--- src/hpp_pkg.sv ---
// Shared constants and carriers for the host parallel port.
// Assumes a single core clock domain and an internal word-wide memory bus.
package hpp_pkg;
  // ----------------------------------------
  // Widths and counts
  // ----------------------------------------
  localparam int unsigned addr_w = 16;
  localparam int unsigned data_w = 16;
  localparam int unsigned fifo_depth = 4;
  localparam logic [1:0] sel_ctrl = 2'h0;
  localparam logic [1:0] sel_data_inc = 2'h1;
  localparam logic [1:0] sel_addr = 2'h2;
  localparam logic [1:0] sel_data = 2'h3;
  localparam int unsigned ctl_proc_irq = 2;
  localparam int unsigned ctl_host_irq = 3;
  localparam int unsigned ctl_byte_order = 0;
  localparam logic [15:0] ctl_reset = 16'h0000;
  localparam logic [15:0] addr_reset = 16'h0000;

  // ----------------------------------------
  // Carriers
  // ----------------------------------------
  typedef struct packed {
    logic we;
    logic [15:0] addr;
    logic [15:0] wdata;
  } mem_req_t;

  typedef enum logic [1:0] {
    st_idle = 2'b00,
    st_mem = 2'b01,
    st_done = 2'b10
  } port_state_t;
endpackage : hpp_pkg

--- src/host_parallel_port.sv ---
// Host parallel port: byte-wide multiplexed or 16-bit separate-bus slave
// into on-chip memory. Holds each memory request until mem_ack, however many
// core cycles the answer takes, and assumes host pins are asynchronous to core_clk.
`timescale 1ns/1ns
`default_nettype none

// ----------------------------------------
// Request FIFO
// ----------------------------------------
module req_fifo #(
  parameter int unsigned width = 33,
  parameter int unsigned depth = 4
) (
  // Clock and reset
  input wire logic core_clk,
  input wire logic arst_n,
  // Fill side
  input wire logic in_valid,
  output logic in_ready,
  input wire logic [width-1:0] in_data,
  // Drain side
  output logic out_valid,
  input wire logic out_ready,
  output logic [width-1:0] out_data
);
  localparam int unsigned aw = $clog2(depth);
  typedef struct packed {
    logic [depth-1:0][width-1:0] mem;
    logic [aw:0] wp;
    logic [aw:0] rp;
  } fifo_st_t;
  fifo_st_t st_ff, nxt_st;
  logic full, empty;

  assign empty = st_ff.wp == st_ff.rp;
  assign full = (st_ff.wp[aw-1:0] == st_ff.rp[aw-1:0]) && !empty;
  assign in_ready = !full;
  assign out_valid = !empty;
  assign out_data = st_ff.mem[st_ff.rp[aw-1:0]];

  always_comb begin
    nxt_st = st_ff;
    if (in_valid && !full) begin
      nxt_st.mem[st_ff.wp[aw-1:0]] = in_data;
      nxt_st.wp = st_ff.wp + 1'b1;
    end
    if (out_ready && !empty) begin
      nxt_st.rp = st_ff.rp + 1'b1;
    end
  end

  always_ff @(posedge core_clk or negedge arst_n) begin
    if (!arst_n) begin
      st_ff <= '0;
    end else begin
      st_ff <= nxt_st;
    end
  end
endmodule : req_fifo

// Summary of operation
// - Slave only; serves host reads and writes to on-chip memory and port registers.
// - Host pins resynchronised to core clock; memory open to both anytime.
// - On contention host wins; processor stalled one port cycle.
// - Byte mode moves each word as two bytes, half select marks byte.
// - Byte mode: address, data host-only; control reachable by both sides.
// - Port disabled or wide mode: eight data pins become general I/O.
// - Wide mode uses 16-bit address bus and 16-bit data bus.
// - Wide mode stalls via ready low; host waits for ready.
// - Wide mode gives the host no control register access.
// - Wide mode: every host access launches a memory bus access.
// - Wide mode offers no interrupts in either direction.
// - Wide mode select latched on the two edges after reset release, kept until next reset.
// - Autoincrementing sequential and random-address transfers both supported.
// - Byte mode lets host and processor interrupt each other.
// - Transfers continue during emulation stop.
// - Whole on-chip RAM range reachable through the memory bus.
// - Byte mode: keeper enable switches data pin keepers.
// - Wide mode: data keepers always on, enable switches address keepers.
// - Keeper enable cleared by reset.
// - In idle, request only access clocks, never wake the core.
module host_parallel_port (
  // Clock and reset
  input wire logic core_clk,
  input wire logic arst_n,
  // Straps and configuration
  input wire logic wide_mode_select,
  input wire logic port_enable_bit,
  input wire logic host_keeper_enable_wr,
  input wire logic host_keeper_enable_val,
  input wire logic core_idle,
  input wire logic emu_stop,
  // Host strobes
  input wire logic port_chip_select_n,
  input wire logic data_strobe_one_n,
  input wire logic data_strobe_two_n,
  input wire logic host_read_write,
  input wire logic byte_half_select,
  input wire logic [1:0] register_select_inputs,
  input wire logic [15:0] host_addr_bus,
  // Host data pins, low bytes double as general I/O
  input wire logic [15:0] host_data_in,
  output logic [15:0] host_data_out,
  output logic [15:0] host_data_oe_n,
  output logic host_ready_out,
  output logic host_irq_n,
  // General I/O on the eight data pins
  input wire logic [7:0] gpio_out,
  input wire logic [7:0] gpio_dir,
  output logic [7:0] gpio_in,
  // Processor side control register
  input wire logic ctl_wr,
  input wire logic [15:0] ctl_wdata,
  output logic [15:0] ctl_rdata,
  output logic proc_irq,
  // Keepers and clocking
  output logic data_keeper_on,
  output logic addr_keeper_on,
  output logic access_clk_req,
  // Internal memory bus
  output logic mem_req,
  output logic mem_we,
  output logic [15:0] mem_addr,
  output logic [15:0] mem_wdata,
  input wire logic [15:0] mem_rdata,
  input wire logic mem_ack,
  output logic proc_hold
);
  // ----------------------------------------
  // State
  // ----------------------------------------
  typedef struct packed {
    logic [1:0] rst_sync;
    logic wide;
    logic [2:0] stb_s1;
    logic [2:0] stb_s2;
    logic stb_prev;
    logic [15:0] ctl;
    logic [15:0] addr;
    logic [15:0] data;
    logic hi_done;
    logic keeper;
    hpp_pkg::port_state_t state;
    logic rd_pending;
    logic inc_after;
    logic ready;
    logic [15:0] dout;
    logic [15:0] oe_n;
    logic [7:0] gpi_s1;
    logic [7:0] gpi_s2;
    logic hold;
    logic clk_req;
    logic mreq;
  } port_st_t;
  port_st_t st_ff, nxt_st;

  logic stb_active, stb_rise, stb_fall, fifo_in_ready, fifo_out_valid;
  logic fifo_pop;
  hpp_pkg::mem_req_t push_req, head_req;

  function automatic logic [15:0] put_byte(input logic [15:0] w,
      input logic hi, input logic [7:0] b);
    put_byte = hi ? {b, w[7:0]} : {w[15:8], b};
  endfunction : put_byte

  function automatic logic [7:0] get_byte(input logic [15:0] w,
      input logic hi);
    get_byte = hi ? w[15:8] : w[7:0];
  endfunction : get_byte

  // Strobe taken only from the second synchroniser stage
  assign stb_active = !st_ff.stb_s2[0] && !(st_ff.stb_s2[1] && st_ff.stb_s2[2]);
  assign stb_rise = stb_active && !st_ff.stb_prev;
  assign stb_fall = !stb_active && st_ff.stb_prev;
  // Pop only once answered, so the head stays on the bus while it waits
  assign fifo_pop = (st_ff.state == hpp_pkg::st_mem) && mem_ack;

  req_fifo #(.width($bits(hpp_pkg::mem_req_t)),
             .depth(hpp_pkg::fifo_depth)) u_fifo (
    .core_clk(core_clk),
    .arst_n(arst_n),
    .in_valid(nxt_st.mreq && !st_ff.mreq),
    .in_ready(fifo_in_ready),
    .in_data(push_req),
    .out_valid(fifo_out_valid),
    .out_ready(fifo_pop),
    .out_data(head_req)
  );

  always_comb begin
    nxt_st = st_ff;
    push_req = '0;
    // Strap sampled until reset release plus two edges
    nxt_st.rst_sync = {st_ff.rst_sync[0], 1'b1};
    if (!st_ff.rst_sync[1]) begin
      nxt_st.wide = wide_mode_select;
    end
    nxt_st.stb_s1 = {data_strobe_two_n, data_strobe_one_n,
                     port_chip_select_n};
    nxt_st.stb_s2 = st_ff.stb_s1;
    nxt_st.stb_prev = stb_active;
    nxt_st.gpi_s1 = host_data_in[7:0];
    nxt_st.gpi_s2 = st_ff.gpi_s1;
    nxt_st.mreq = 1'b0;
    nxt_st.hold = 1'b0;
    if (host_keeper_enable_wr) begin
      nxt_st.keeper = host_keeper_enable_val;
    end
    if (ctl_wr) begin
      nxt_st.ctl = ctl_wdata;
    end
    // Host strobe handling; wide pins use host_data_in as data
    if (stb_rise && st_ff.rst_sync[1]) begin
      nxt_st.ready = 1'b0;
      if (st_ff.wide) begin
        nxt_st.addr = host_addr_bus;
        nxt_st.mreq = 1'b1;
        push_req.we = !host_read_write;
        push_req.addr = host_addr_bus;
        push_req.wdata = host_data_in;
        nxt_st.rd_pending = host_read_write;
      end else if (port_enable_bit) begin
        case (register_select_inputs)
          hpp_pkg::sel_ctrl: begin
            if (!host_read_write) begin
              // Host sets processor irq, clears its own by writing one
              if (host_data_in[hpp_pkg::ctl_proc_irq]) begin
                nxt_st.ctl[hpp_pkg::ctl_proc_irq] = 1'b1;
              end
              if (host_data_in[hpp_pkg::ctl_host_irq] && !ctl_wr) begin
                nxt_st.ctl[hpp_pkg::ctl_host_irq] = 1'b0;
              end
            end
            nxt_st.ready = 1'b1;
          end
          hpp_pkg::sel_addr: begin
            if (!host_read_write) begin
              nxt_st.addr = put_byte(st_ff.addr, !byte_half_select,
                                     host_data_in[7:0]);
            end
            nxt_st.ready = 1'b1;
          end
          hpp_pkg::sel_data, hpp_pkg::sel_data_inc: begin
            nxt_st.inc_after = register_select_inputs == hpp_pkg::sel_data_inc;
            if (!host_read_write) begin
              nxt_st.data = put_byte(st_ff.data, !byte_half_select,
                                     host_data_in[7:0]);
              // Word completes on second byte
              if (byte_half_select) begin
                nxt_st.mreq = 1'b1;
                push_req.we = 1'b1;
                push_req.addr = st_ff.addr;
                push_req.wdata = nxt_st.data;
              end else begin
                nxt_st.ready = 1'b1;
              end
            end else if (!byte_half_select) begin
              nxt_st.mreq = 1'b1;
              push_req.addr = st_ff.addr;
              nxt_st.rd_pending = 1'b1;
            end else begin
              nxt_st.ready = 1'b1;
              if (st_ff.inc_after) begin
                nxt_st.addr = st_ff.addr + 16'h0001;
              end
            end
          end
          default: nxt_st.ready = 1'b1;
        endcase
      end
    end
    if (nxt_st.mreq && !fifo_in_ready) begin
      // Full queue: request dropped, not queued; host kept stalled
      nxt_st.mreq = 1'b0;
      nxt_st.ready = 1'b0;
    end
    // Memory sequencer; runs regardless of emulation stop
    case (st_ff.state)
      hpp_pkg::st_idle: begin
        if (fifo_out_valid) begin
          nxt_st.state = hpp_pkg::st_mem;
          nxt_st.hold = 1'b1;
        end
      end
      hpp_pkg::st_mem: begin
        nxt_st.hold = 1'b1;
        if (mem_ack) begin
          nxt_st.state = hpp_pkg::st_done;
          if (st_ff.rd_pending) begin
            nxt_st.data = mem_rdata;
            nxt_st.rd_pending = 1'b0;
          end else if (!st_ff.wide && st_ff.inc_after) begin
            nxt_st.addr = st_ff.addr + 16'h0001;
          end
        end
      end
      hpp_pkg::st_done: begin
        nxt_st.state = hpp_pkg::st_idle;
        nxt_st.ready = 1'b1;
      end
      default: nxt_st.state = hpp_pkg::st_idle;
    endcase
    nxt_st.clk_req = core_idle && (fifo_out_valid ||
                     st_ff.state != hpp_pkg::st_idle);
    // Pin drive; byte pins to gpio when disabled or wide
    nxt_st.oe_n = 16'hffff;
    nxt_st.dout = 16'h0000;
    if (st_ff.wide || !port_enable_bit) begin
      nxt_st.oe_n[7:0] = ~gpio_dir;
      nxt_st.dout[7:0] = gpio_out;
    end
    if (stb_active && host_read_write && nxt_st.ready) begin
      if (st_ff.wide) begin
        nxt_st.oe_n = 16'h0000;
        nxt_st.dout = st_ff.data;
      end else if (port_enable_bit) begin
        nxt_st.oe_n[7:0] = 8'h00;
        case (register_select_inputs)
          hpp_pkg::sel_ctrl: nxt_st.dout[7:0] = st_ff.ctl[7:0];
          hpp_pkg::sel_addr: nxt_st.dout[7:0] =
            get_byte(st_ff.addr, !byte_half_select);
          default: nxt_st.dout[7:0] = get_byte(st_ff.data, !byte_half_select);
        endcase
      end
    end
    if (stb_fall) begin
      nxt_st.ready = 1'b1;
    end
  end

  always_ff @(posedge core_clk or negedge arst_n) begin
    if (!arst_n) begin
      st_ff <= '0;
      st_ff.stb_s1 <= 3'h7;
      st_ff.stb_s2 <= 3'h7;
      st_ff.ctl <= hpp_pkg::ctl_reset;
      st_ff.addr <= hpp_pkg::addr_reset;
      st_ff.keeper <= 1'b0;
      st_ff.ready <= 1'b1;
      st_ff.oe_n <= 16'hffff;
    end else begin
      st_ff <= nxt_st;
    end
  end

  // ----------------------------------------
  // Outputs, all from flip-flops
  // ----------------------------------------
  assign host_data_out = st_ff.dout;
  assign host_data_oe_n = st_ff.oe_n;
  assign host_ready_out = st_ff.ready;
  assign host_irq_n = st_ff.wide || !st_ff.ctl[hpp_pkg::ctl_host_irq];
  assign proc_irq = !st_ff.wide && st_ff.ctl[hpp_pkg::ctl_proc_irq];
  assign ctl_rdata = st_ff.ctl;
  assign gpio_in = st_ff.gpi_s2;
  assign data_keeper_on = st_ff.wide || st_ff.keeper;
  assign addr_keeper_on = st_ff.wide && st_ff.keeper;
  assign access_clk_req = st_ff.clk_req;
  assign mem_req = st_ff.state == hpp_pkg::st_mem;
  assign mem_we = head_req.we;
  assign mem_addr = head_req.addr;
  assign mem_wdata = head_req.wdata;
  assign proc_hold = st_ff.hold;
endmodule : host_parallel_port

`default_nettype wire

--- config.mk ---
export PLATFORM = sky130hd
export DESIGN_NAME = host_parallel_port
export DESIGN_NICKNAME = d
export VERILOG_FILES = /design/src/hpp_pkg.sv /design/src/host_parallel_port.sv
export SDC_FILE = /design/constraint.sdc
export NUM_CORES = 1
export LEC_CHECK = 0
export BUFFER_PORTS_ARGS = -buffer_cell sky130_fd_sc_hd__buf_2
export CAP_MARGIN = 15
export CORE_MARGIN = 5
export CORE_UTILIZATION = 52
export CTS_CLUSTER_SIZE = 30
export DETAILED_ROUTE_END_ITERATION = 10
export PLACE_DENSITY = 0.84
export SLEW_MARGIN = 20
export SYNTH_ARGS = -nofsm -noshare
export SYNTH_HDL_FRONTEND = slang
export SYNTH_SLANG_ARGS = --single-unit
--- constraint.sdc ---
create_clock -name core_clk -period 1.8 [get_ports core_clk]
set_input_delay 0.36 -clock core_clk [delete_from_list [all_inputs] [get_ports core_clk]]
set_output_delay 0.36 -clock core_clk [all_outputs]
set_load 0.01 [all_outputs]
---- Yosys cells after proc, flatten, opt, wreduce, memory -nomap -nowiden ----
Index checks and enable logic that the tools add are counted.
storage, ports and cells
  flip-flop bits (word level) ............. 253
  bits of input ports ..................... 97
  word-level logic and storage cells ...... 165
cells by class
  add/subtract/negate cells ............... 3
  $lt $le $gt $ge ......................... 3
  equal/unequal tests ..................... 9
  multiplexer cells ....................... 79
  bitwise gates (word level) .............. 2
  reduce and logical (&&, ||, !) cells .... 42
operator list
  cell                                                        count
  2-to-1 mux 16 bit                                           16
  2-to-1 mux 33 bit                                           7
  2-to-1 mux 32 bit                                           5
  bitwise mux 132 bit                                         1
  2-to-1 mux 8 bit                                            10
  binary-select mux 33 bit (select 2 bit)                     1
  demux 33 bit (select 2 bit)                                 1
  one-hot mux 16 bit (2 select lines)                         1
  2-to-1 mux 1 bit                                            21
  logical AND 1 bit                                           19
  adder 16 x 1 -> 16 bit, second input constant               1
  2-to-1 mux 2 bit                                            8
  one-hot mux 8 bit (2 select lines)                          1
  logical NOT 1 bit                                           12
  2-to-1 mux 3 bit                                            3
  NOT 8 bit                                                   1
  adder 3 x 1 -> 3 bit, second input constant                 2
  equality test 2 bit, second input constant                  3
  less-than comparator 2 x 3 -> 1 bit, second input constant  2
  equality test 2 x 1 -> 1 bit, second input constant         2
  logical NOT 2 bit                                           2
  logical OR 1 bit                                            4
  2-to-1 mux 4 bit                                            1
  one-hot mux 1 bit (2 select lines)                          2
  other kinds (11)                                            12

---- Depth between registers and ports, before layout ----
Gate-level depths: netlist of run 1.
  word-level depth ........................ 12
  mapped depth ............................ 10

---- By module ----
A second synthesis of run 1 with hierarchy kept.
unflattened totals
  cells, all modules ...................... 1040
  area total of the unflattened synthesis .. 12813.5 µm²
modules (own cells, without submodules)
  module              instances  cells an instance  area an instance (µm²)  sequential area each (µm²)
  host_parallel_port  1          678                6431.2                  2722.6
  req_fifo            1          362                6382.4                  3453.3

---- Worst setup path before layout of run 1 ----
OpenSTA, ideal clock, no wires.
  kind .................................... input to register
  start point ............................. in host_read_write
  end point ............................... reg u_fifo.st_ff[114] (netlist bit)
  setup time .............................. 0.125 ns
  arrival time ............................ 2.282 ns
  required time ........................... 1.675 ns
  path slack .............................. -0.607 ns
  stages .................................. 9
  buffers on the path ..................... 3
  cells stage by stage .................... buf_2 -> inv_1 -> ha_1 -> and3b_1 -> o211ai_2 -> or4b_1 -> buf_2 -> buf_6 -> mux2_4
between the ends
  word-level cells in the longest chain between the ends .. 9
  elaborated cells on any way between the ends .. 15
  those cells by class .................... 12 x mux; 3 x reduce/logical
ends and longest elaborated chain
  item                    line                       text
  start: declaration      host_parallel_port.sv:97   input wire logic host_read_write,
  2-to-1 mux 1 bit        host_parallel_port.sv:245  if (!host_read_write) begin
  2-to-1 mux 1 bit        host_parallel_port.sv:223  case (register_select_inputs)
  2-to-1 mux 1 bit        host_parallel_port.sv:222  end else if (port_enable_bit) begin
  2-to-1 mux 1 bit        host_parallel_port.sv:215  if (st_ff.wide) begin
  2-to-1 mux 1 bit        host_parallel_port.sv:213  if (stb_rise && st_ff.rst_sync[1]) begin
  logical AND 1 bit       host_parallel_port.sv:272  if (nxt_st.mreq && !fifo_in_ready) begin
  2-to-1 mux 1 bit        host_parallel_port.sv:272
  logical AND 1 bit       host_parallel_port.sv:182  .in_valid(nxt_st.mreq && !st_ff.mreq),
  logical AND 1 bit       host_parallel_port.sv:43   if (in_valid && !full) begin
  end signal: assignment  host_parallel_port.sv:56   st_ff <= nxt_st;
  end: declaration        host_parallel_port.sv:32   fifo_st_t st_ff, nxt_st;
Parallel ways exist; a longest one is shown, timed or not.
A chain may end at the register's enable or synchronous reset.

---- Worst setup path in the final report of run 1 ----
  start point ............................. reg u_fifo.st_ff[0] (netlist bit)
  end point ............................... out mem_wdata[6]
between the ends
  word-level cells in the longest chain between the ends .. 2
ends and longest elaborated chain
  item                                     line                       text
  binary-select mux 33 bit (select 2 bit)  host_parallel_port.sv:39   assign out_data = st_ff.mem[st_ff.rp[aw-1:0]];
  2-to-1 mux 33 bit (not written as such)  host_parallel_port.sv:39
  end: declaration                         host_parallel_port.sv:124  output logic [15:0] mem_wdata,
No other way between the ends. The select of a mux whose other input is x is not followed.

==> results.cfg, run 1 <==
[detailed_routing]
dr.pass1.iters = 7
drt_drc_violations_left = 0
vias = 11060
drt-initial-drc-count = 1432
wl_per_cell_um = 25.78
ant_nets = 0
viasPerCell = 6.377
drt_wl_total_mm = 44.71

[cells_and_area]
drive_above_1_share = 0.5106
fill_cells = 1487
multi_input_area_um2 = 6339
finalInstanceArea_um2 = 17440
regArea_um2 = 6178
antenna_cells = 0
stdcell_count = 1734
nets = 1495
area_growth_pct = 35.57
fin_util = 0.7170

[worst_setup_path]
worst_ep_required_time_ps = 1440
r2r_slack_ps = -510
crit_path_cell_trace = buf_12 -> buf_6 -> mux4_2 -> buf_6
arrival_ps = 1990
cpMostUsedCell = buf_6
cp_max_fo = 7
reg2reg_from = u_fifo.st_ff[0]
worstRegToRegCells = 8
startpoint_type = flip-flop
crit_path_end_kind = output pin
slowest_stage = mux4_2
r2r-end = u_fifo.st_ff[52]
setup.worst_path.class = reg2out
cpPeakStageDelay_ps = 570

[sta]
skew_ps = 21.25
whs_ps = 7.694
setup_viol = 217
setup_ws_ps = -553.2
relSlewSlack = 0.5801
rsz0062_at_grt = yes
maxSlewViolCount = 0
tightestPinTransition_ps = 629.8
fmax_mhz = 425.0
fin_crit_ps = 2353
fin_crit_sh = 1.307
hold_viol = 0

[power]
swShare = 0.3358
p_per_area_nw_per_um2 = 1106
ir_drop_uv = 982.9
p_leak_nw = 8.410
p_int_mw = 12.81
p_seq_frac = 0.369
p_sw_mw = 6.474
combPwrFrac = 0.346
p_clk_frac = 0.286

[synthesis]
yosysTopAreaCell = dfrtp_1
syn_nets = 1204
yosysSeqAreaShare = 0.4802
async_reset_ff_frac = 1.000
ys_warn_count = 0
netlist.area_leader.share = 0.4475
yosysMostFrequentCell = dfrtp_1
synth_area_um2 = 12860
yosys-top-cells-area = dfrtp_1 (45%), mux2_4 (11%), mux4_2 (5.8%), buf_4 (3.3%), dfstp_2 (3.3%)
synth_cell_types = 70
ys_top_cells_by_count = dfrtp_1 (230), mux2_4 (95), nand2_1 (83), a21oi_1 (71), nor2_1 (67)
synth_edf_count = 0
ys_ff_latch = 246
yosys_most_used_dff = dfrtp_1
syn_inst = 1100
syn_area_per_cell_um2 = 11.69

[clock_network]
cts_tree = built
cts_buffers = 26
worstSkewPairLatency_ps = 550
cts_root_buf = clkbuf_16
clk_pin_slew_ps = 60
cts_buffer_depth = 3
cts_sinks = 246
h-tree-depth = 1

[grt]
antenna_found_initial = 2
grt_max_degree = 78
grt-ovfl-total = 0
grtUsageTotal = 0.2875
grt_pass1_wl_mm = 63.76
grt_pass1_vias = 11050

[placed_design]
post_dp_cell_area_um2 = 14630
portBuffers = 192
gp_congestion = 0.9581
pre_cts_slack_ps = -780.4
dp_hpwl_mm = 25.05
placed_cells_incl_taps = 1610

[die]
start_util = 0.5289
core_area_um2 = 24320
die_area_um2 = 27980
die_y_um = 167.3
pin_count = 194
row_count = 57
die-width_um = 167.3

[run]
max-cap-violations = 0

[hold_path]
worstHoldStart = gpio_dir[1]
min_path_type = in2reg
min_to = host_data_oe_n[1]
min_path_cells = 2

[run_status]
violations = setup timing
status = finished with violations
[worst max-delay path by stage]
stage	start	endpoint	slack (ps)	cells after the start
final	u_fifo.st_ff[0]	mem_wdata[6]	-550	4
after global placement	host_read_write	u_fifo.st_ff[49]	-740	8
after CTS	u_fifo.st_ff[0]	mem_we	-580	5
after detailed placement	host_read_write	u_fifo.st_ff[113]	-780	8
after global routing	u_fifo.st_ff[0]	mem_wdata[0]	-600	4
after floorplan	host_read_write	u_fifo.st_ff[114]	-480	9
[layout make-up]
type | instances | area share
clock buffer | 34 | 0.04018
clock inverter | 13 | 0.009041
inverter | 11 | 0.003085
multi-input combinational | 702 | 0.3635
sequential | 246 | 0.3543
tap | 324 | 0.02325
timing repair buffer | 404 | 0.2066
[metrics by stage]
step           setup TNS [ps]  total power [mW]
3_5_place_dp          -113250             12.09
6_report               -77610             19.28
3_3_place_gp          -107500             11.88
5_1_grt                -88370             19.92
2_1_floorplan          -57190             10.17
4_1_cts                -57830             18.55
[power by group through the flow]
stage,combinational [mW],sequential [mW],clock (mW)
floorplan,3.34,6.83,0
global placement,4.83,7.05,0
detailed placement,5.00,7.09,0
CTS,6.04,7.02,5.50
global route,7.00,7.16,5.77
finish,6.67,7.11,5.51
[critical path, delay by kind of cell (launching register included)]
kind	cells	cell delay [ps]
multiplexers	1	570
buffers and inverters	3	490
flip-flops	1	390
[metal layers]
metal / routed length, um / global-route usage / vias up / share of wire
li1: - / - / 4515 / -
met1: 16040 / 0.3674 / 5482 / 0.36
met2: 21250 / 0.4738 / 799 / 0.48
met3: 4702 / 0.06860 / 258 / 0.11
met4: 2705 / 0.1203 / 4 / 0.061
met5: 19 / 0 / - / 0.00042
[timing repair]
action / in CTS / in global routing
endpoints found under the setup margin: 213 / 231
pin swaps: 30 / 31
setup buffers: 38 / 21
gates cloned: 18 / 7
resized for setup: 120 / 106
hold buffers: 6 / 0
endpoints found under the hold margin: 108 / 0
[cells by family (layout without fill, tap and decap cells)]
family,after synthesis,in the layout,share of synthesized area
simple gates,243,243,0.08872
buf+inv,152,462,0.07053
fa+ha+maj,7,7,0.006809
xor+xnor,13,13,0.01002
flops,246,246,0.4802
compound gates,244,244,0.1211
mux,194,194,0.2224
other cells,1,1,0.0002915
[sequential cells by signal, summed over array words and instances, names as in the netlist]
signal	flops
access_clk_req	1
ctl_rdata	16
gpio_in	8
host_data_oe_n	9
host_data_out	16
host_ready_out	1
nxt_st	12
proc_hold	1
st_ff	44
u_fifo.st_ff	138
[layout by cell type, fill, tap and decap left out, types with 12 or more instances in the layout]
cell       instances
dfrtp_1          228
buf_2            164
buf_4            121
mux2_4           101
nand2_1           66
a21oi_1           65
buf_6             64
nor2_1            63
mux2i_1           40
mux4_2            33
clkbuf_16         33
a22oi_1           29
o21ai_1           28
buf_12            24
o21ai_0           20
o211ai_1          19
mux2_2            18
dfstp_2           16
nand2_2           14
nand3_1           13
buf_16            12
Note: power is estimated with default switching activity, not from simulation.
==> run 2: changes to the inputs <==
- ABC_AREA: unset -> 1
- PLACE_DENSITY: 0.84 -> 0.76
==> run 2 against run 1 <==
  * The flow still finishes with violations (setup timing)
  * Worst hold slack got worse by 6.3 ps
  * Combinational power increased by 54%
  * Critical path depth increased by 1
  * Worst setup slack worse by 34 ps
  * Via count is 33% higher
  * Non-clock buffer count rose by 11
  * Synthesized area grew 1.8%
  * Register-to-register slack improved by 110 ps
==> results.cfg, run 2 <==
[placed_design]
placed_cells_incl_taps = 2187
gp_congestion = 0.9938
portBuffers = 192
dp_hpwl_mm = 30.60
pre_cts_slack_ps = -345.5

[worst_setup_path]
startpoint_type = flip-flop
reg2reg_from = u_fifo.st_ff[1]
startpoint = u_fifo.st_ff[0]
worst_ep_required_time_ps = 1440
setup.worst_path.class = reg2out
arrival_ps = 2030
cp_max_fo = 21
crit_path_end_kind = output pin

[grt]
antenna_found_initial = 0
grt-ovfl-total = 0
grt_pass1_vias = 13500
grtUsageTotal = 0.3342
grt_pass1_wl_mm = 75.62
grt_max_degree = 53

[clock_network]
cts_sinks = 246
cts_buffers = 27
cts_root_buf = clkbuf_16
cts_buffer_depth = 3
h-tree-depth = 1
worstSkewPairLatency_ps = 570
clk_pin_slew_ps = 70
cts_tree = built

[sta]
setup_viol = 174
fin_crit_ps = 2387
hold_viol = 0
maxSlewViolCount = 0
setup_ws_ps = -587.4
fmax_mhz = 418.9
skew_ps = 16.56
fin_crit_sh = 1.326
rsz0062_at_grt = yes

[power]
p_sw_mw = 9.688
power_mw = 23.49
ir_drop_uv = 920.6
p_seq_frac = 0.310
p_leak_nw = 9.735
p_per_area_nw_per_um2 = 1255
p_clk_frac = 0.252
p_int_mw = 13.81
combPwrFrac = 0.437
swShare = 0.4124

[synthesis]
yosysTopAreaCell = dfrtp_1
netlist.area_leader.share = 0.4394
ys_top_cells_by_count = nand2_1 (527), dfrtp_1 (230), o21ai_0 (197), nor2_1 (127)
yosysSeqAreaShare = 0.4715
synth_cell_types = 47
async_reset_ff_frac = 1.000
synth_edf_count = 0
yosys-top-cells-area = dfrtp_1 (44%), nand2_1 (15%), o21ai_0 (7.5%), nor2_1 (3.6%), buf_4 (3.4%)
yosysMostFrequentCell = nand2_1
yosys_most_used_dff = dfrtp_1
ys_warn_count = 0
synth_area_um2 = 13100
syn_nets = 1794
syn_inst = 1690
ys_ff_latch = 246
syn_area_per_cell_um2 = 7.751

[hold_path]
min_path_type = in2reg
worstHoldStart = host_keeper_enable_wr

[cells_and_area]
stdcell_count = 2328
top_register = u_fifo.st_ff
top_regs = u_fifo.st_ff: 138 flops, st_ff: 44 flops
drive_above_1_share = 0.3979
final_common_cell = nand2_1
area_growth_pct = 42.89
nets = 2084
largest_reg_flops = 138
mostFrequentLayoutCells = nand2_1 (377), dfrtp_1 (224), buf_2 (188)
antenna_cells = 0

[detailed_routing]
drt_wl_total_mm = 56.77
dr.pass1.iters = 6
ant_nets = 0
drt_drc_violations_left = 0
drt-initial-drc-count = 2185
viasPerCell = 6.305
vias = 14680
wl_per_cell_um = 24.39

[die]
start_util = 0.5247
pin_count = 194
row_count = 58
die_y_um = 168.7
die-width_um = 168.7
die_area_um2 = 28460
core_area_um2 = 24960

[run]
max-cap-violations = 0

[run_status]
violations = setup timing
status = finished with violations
run 2: metal layers:
| layer | vias up | share of wire | track usage |
|---|---|---|---|
| met1 | 6840 | 0.33 | 0.4210 |
| met4 | 0 | 0.089 | 0.1436 |
| met5 | - | 0 | 0 |
| met3 | 417 | 0.12 | 0.07333 |
| li1 | 6108 | - | - |
| met2 | 1313 | 0.45 | 0.5573 |
run 2: kinds of logic (layout without fill, tap and decap cells):
family / after synthesis / count (layout) / synth area share
and+or+nand+nor: 751 / 751 / 0.2364
AOI/OAI and AO/OA: 421 / 421 / 0.1790
buffers and inverters: 249 / 557 / 0.09456
DFF: 246 / 246 / 0.4715
muxes: 8 / 8 / 0.006878
adders and majority gates: 7 / 7 / 0.006686
xor gates and xnor gates: 7 / 7 / 0.004681
other: 1 / 1 / 0.0002863
run 2: final timing paths:
kind | slack [ps] | cells past startpoint | to
max | -590 | 5 | mem_addr[12]
min in group asynchronous | 300 | 2 | u_fifo.st_ff[103]
max in group asynchronous | 810 | 3 | st_ff[79]
max reg2reg | -400 | 11 | u_fifo.st_ff[18]
min reg2reg | 350 | 0 | gpio_in[1]
min | 1 | 2 | st_ff[56]
run 2: timing repair:
item	in CTS	in global routing
endpoints found under the setup margin	120	207
resized for setup	114	402
hold endpoints to repair	57	0
hold buffers	12	0
pin swaps	17	92
buffers inserted	28	32
gates cloned	21	16
run 2: power by group through the flow:
stage | clock network, mW | logic (mW) | registers, mW
after floorplan | 0 | 4.52 | 6.92
after global placement | 0 | 6.97 | 7.15
after detailed placement | 0 | 7.10 | 7.18
after CTS | 5.81 | 8.58 | 7.11
after global routing | 6.15 | 10.8 | 7.32
final | 5.93 | 10.3 | 7.28
run 2: metrics by stage:
step	hold slack (ps)	TNS [ps]	util	cell area, um^2
global placement	307.7	-32900	0.5959	14880
finish	1.356	-56800	0.7497	18720
floorplan	64.41	-7170	-	13160
global route	7.364	-62260	0.7497	18720
detailed placement	313.5	-39470	0.5959	14880
CTS	4.924	-34990	0.6862	17130
run 2: cell type report:
type | count | area [um^2]
sequential | 246 | 6183
multi-input combinational | 1195 | 6985
clock buffer | 36 | 739.5
timing repair inverter | 1 | 7.507
fill | 1581 | 6247
timing repair buffer | 415 | 3825
clock inverter | 11 | 172.7
tap | 330 | 412.9
inverter | 94 | 390.4
run 2: critical path, cell delays in order, from the launching register on:
cell        delay (ps)
dfrtp_2            430
clkinvlp_4         240
buf_6              260
o21ai_0            250
o22ai_1            120
buf_2              160
==> run 3: changes to the inputs <==
--- a/constraint.sdc
+++ b/constraint.sdc
@@ -3,2 +3,2 @@
 set_output_delay 0.36 -clock core_clk [all_outputs]
-set_load 0.01 [all_outputs]
+set_load 0.02 [all_outputs]
==> run 3 against run 2 <==
  * Critical endpoint is now u_fifo.st_ff[71]
  * Register-to-register slack hardly changed
  * Largest power group unchanged
  * Critical path depth is 7 higher
  * Via count is 9.1% lower
  * Flip-flop and latch count stayed put
  * Die area stayed put
  * Clock skew is 3.0 ps lower
  * The run still ends with setup timing left
  * Cell count is 1.5% lower
  * Highest routed layer unchanged
  * Total power is 3.6% lower
  * Combinational power hardly changed
==> results.cfg, run 3 (synthesis gave the netlist of run 2 again) <==
[run_status]
status = finished with violations
violations = setup timing

[die]
pin_count = 194
start_util = 0.5247
core_area_um2 = 24960
die_y_um = 168.7
die_area_um2 = 28460
row_count = 58
die-width_um = 168.7

[sta]
fin_crit_ps = 2187
setup_viol = 168
rsz0062_at_grt = yes
skew_ps = 13.55
fmax_mhz = 457.3
hold_viol = 0
setup_ws_ps = -386.8
whs_ps = 27.53
maxSlewViolCount = 0
fin_crit_sh = 1.215

[grt]
grt_max_degree = 65
grtUsageTotal = 0.3143
grt_pass1_vias = 13390
antenna_found_initial = 1
grt_pass1_wl_mm = 71.97
grt-ovfl-total = 0

[clock_network]
clk_pin_slew_ps = 70
cts_root_buf = clkbuf_16
worstSkewPairLatency_ps = 550
cts_sinks = 246
cts_buffers = 27
h-tree-depth = 1
cts_tree = built
cts_buffer_depth = 3

[detailed_routing]
drt-initial-drc-count = 1472
viasPerCell = 5.822
drt_wl_total_mm = 46.20
dr.pass1.iters = 6
drt_drc_violations_left = 0
vias = 13340
ant_nets = 0
wl_per_cell_um = 20.16

[worst_setup_path]
cpPeakStageDelay_ps = 470
setup.worst_path.class = reg2reg
cpMostUsedCell = buf_12
crit_path_end_kind = flip-flop
arrival_ps = 2670
cp_max_fo = 7
worst_ep_required_time_ps = 2280
startpoint_type = flip-flop
slowest_stage = dfrtp_2
crit_path_cell_trace = buf_4 -> xnor2_1 -> buf_4 -> a31oi_4 -> buf_12 -> buf_12 -> nand2_8 -> nor2_4 -> buf_12 -> bufbuf_16 -> nand2_1 -> nand2_2

[cells_and_area]
nets = 2044
final_common_cell = nand2_1
top_regs = u_fifo.st_ff: 138 flops, st_ff: 44 flops
mostFrequentLayoutCells = nand2_1 (520), dfrtp_1 (223), buf_2 (158)
area_growth_pct = 32.14
largest_reg_flops = 138
top_register = u_fifo.st_ff
drive_above_1_share = 0.3009

[power]
ir_drop_uv = 937.8
p_per_area_nw_per_um2 = 1309
p_leak_nw = 8.625

[placed_design]
dp_hpwl_mm = 29.54
portBuffers = 192
gp_congestion = 1.005
pre_cts_slack_ps = -306.3

[hold_path]
min_path_type = in2reg

[run]
max-cap-violations = 0
run 3: final cells by class:
cell class,count,area [um^2]
fillers,1859,7655
multi-input cells,1196,6266
flip-flops and latches,246,6185
repair buffers,375,3197
clock buffers,38,767.0
well taps,330,412.9
inverters,94,372.9
clock inverters,12,106.4
diodes,1,2.502
run 3: final timing paths:
path | start | to | slack [ps] | cells after the start
setup / recovery | u_fifo.st_ff[0] | u_fifo.st_ff[71] | -390 | 12
hold / removal | ctl_wdata[5] | ctl_rdata[5] | 30 | 3
setup reg to reg | u_fifo.st_ff[0] | u_fifo.st_ff[71] | -390 | 12
hold reg to reg | nxt_st[8] | gpio_in[5] | 340 | 0
max in group asynchronous | arst_n | nxt_st[4] | 840 | 3
min in group asynchronous | arst_n | u_fifo.st_ff[132] | 280 | 2
run 3: through the flow:
stage / area (um^2) / power [mW] / setup TNS (ps) / instances / utilization
final: 17310 / 22.65 / -45200 / 2292 / 0.6934
after global routing: 17310 / 23.73 / -53550 / 2292 / 0.6934
after CTS: 16970 / 22.07 / -35830 / 2285 / 0.6798
after detailed placement: 15070 / 15.35 / -35670 / 2193 / 0.6035
after global placement: 15070 / 15.17 / -29850 / 2193 / 0.6035
after floorplan: 13350 / 12.39 / -7170 / 1690 / -
run 3: what timing repair did:
action | 4_1_cts | 5_1_grt
hold buffers | 13 | 1
buffers inserted | 15 | 6
gates resized for setup | 161 | 106
pin swaps | 4 | 12
setup endpoints to repair | 82 | 204
cloned | 14 | 1
hold endpoints to repair | 43 | 1
run 3: layer usage:
metal	up-vias	routed length (um)	track usage
li1	6033	-	-
met1	6353	17130	0.3937
met2	813	22900	0.5459
met3	144	4134	0.05068
met4	0	2035	0.1235
met5	-	0	0
run 3: worst max-delay path: cells and delay by family, from the launching register on:
family / cells / cell delay (ps)
buf+inv: 6 / 920
flops: 1 / 470
simple gates: 4 / 410
compound gates: 1 / 200
xor+xnor: 1 / 110
run 3: power breakdown:
part	internal (mW)	total, mW	switching (mW)
registers	6.40	7.12	0.729
clock network	3.13	5.49	2.36
logic	3.94	10.0	6.10
total	13.5	22.7	9.19
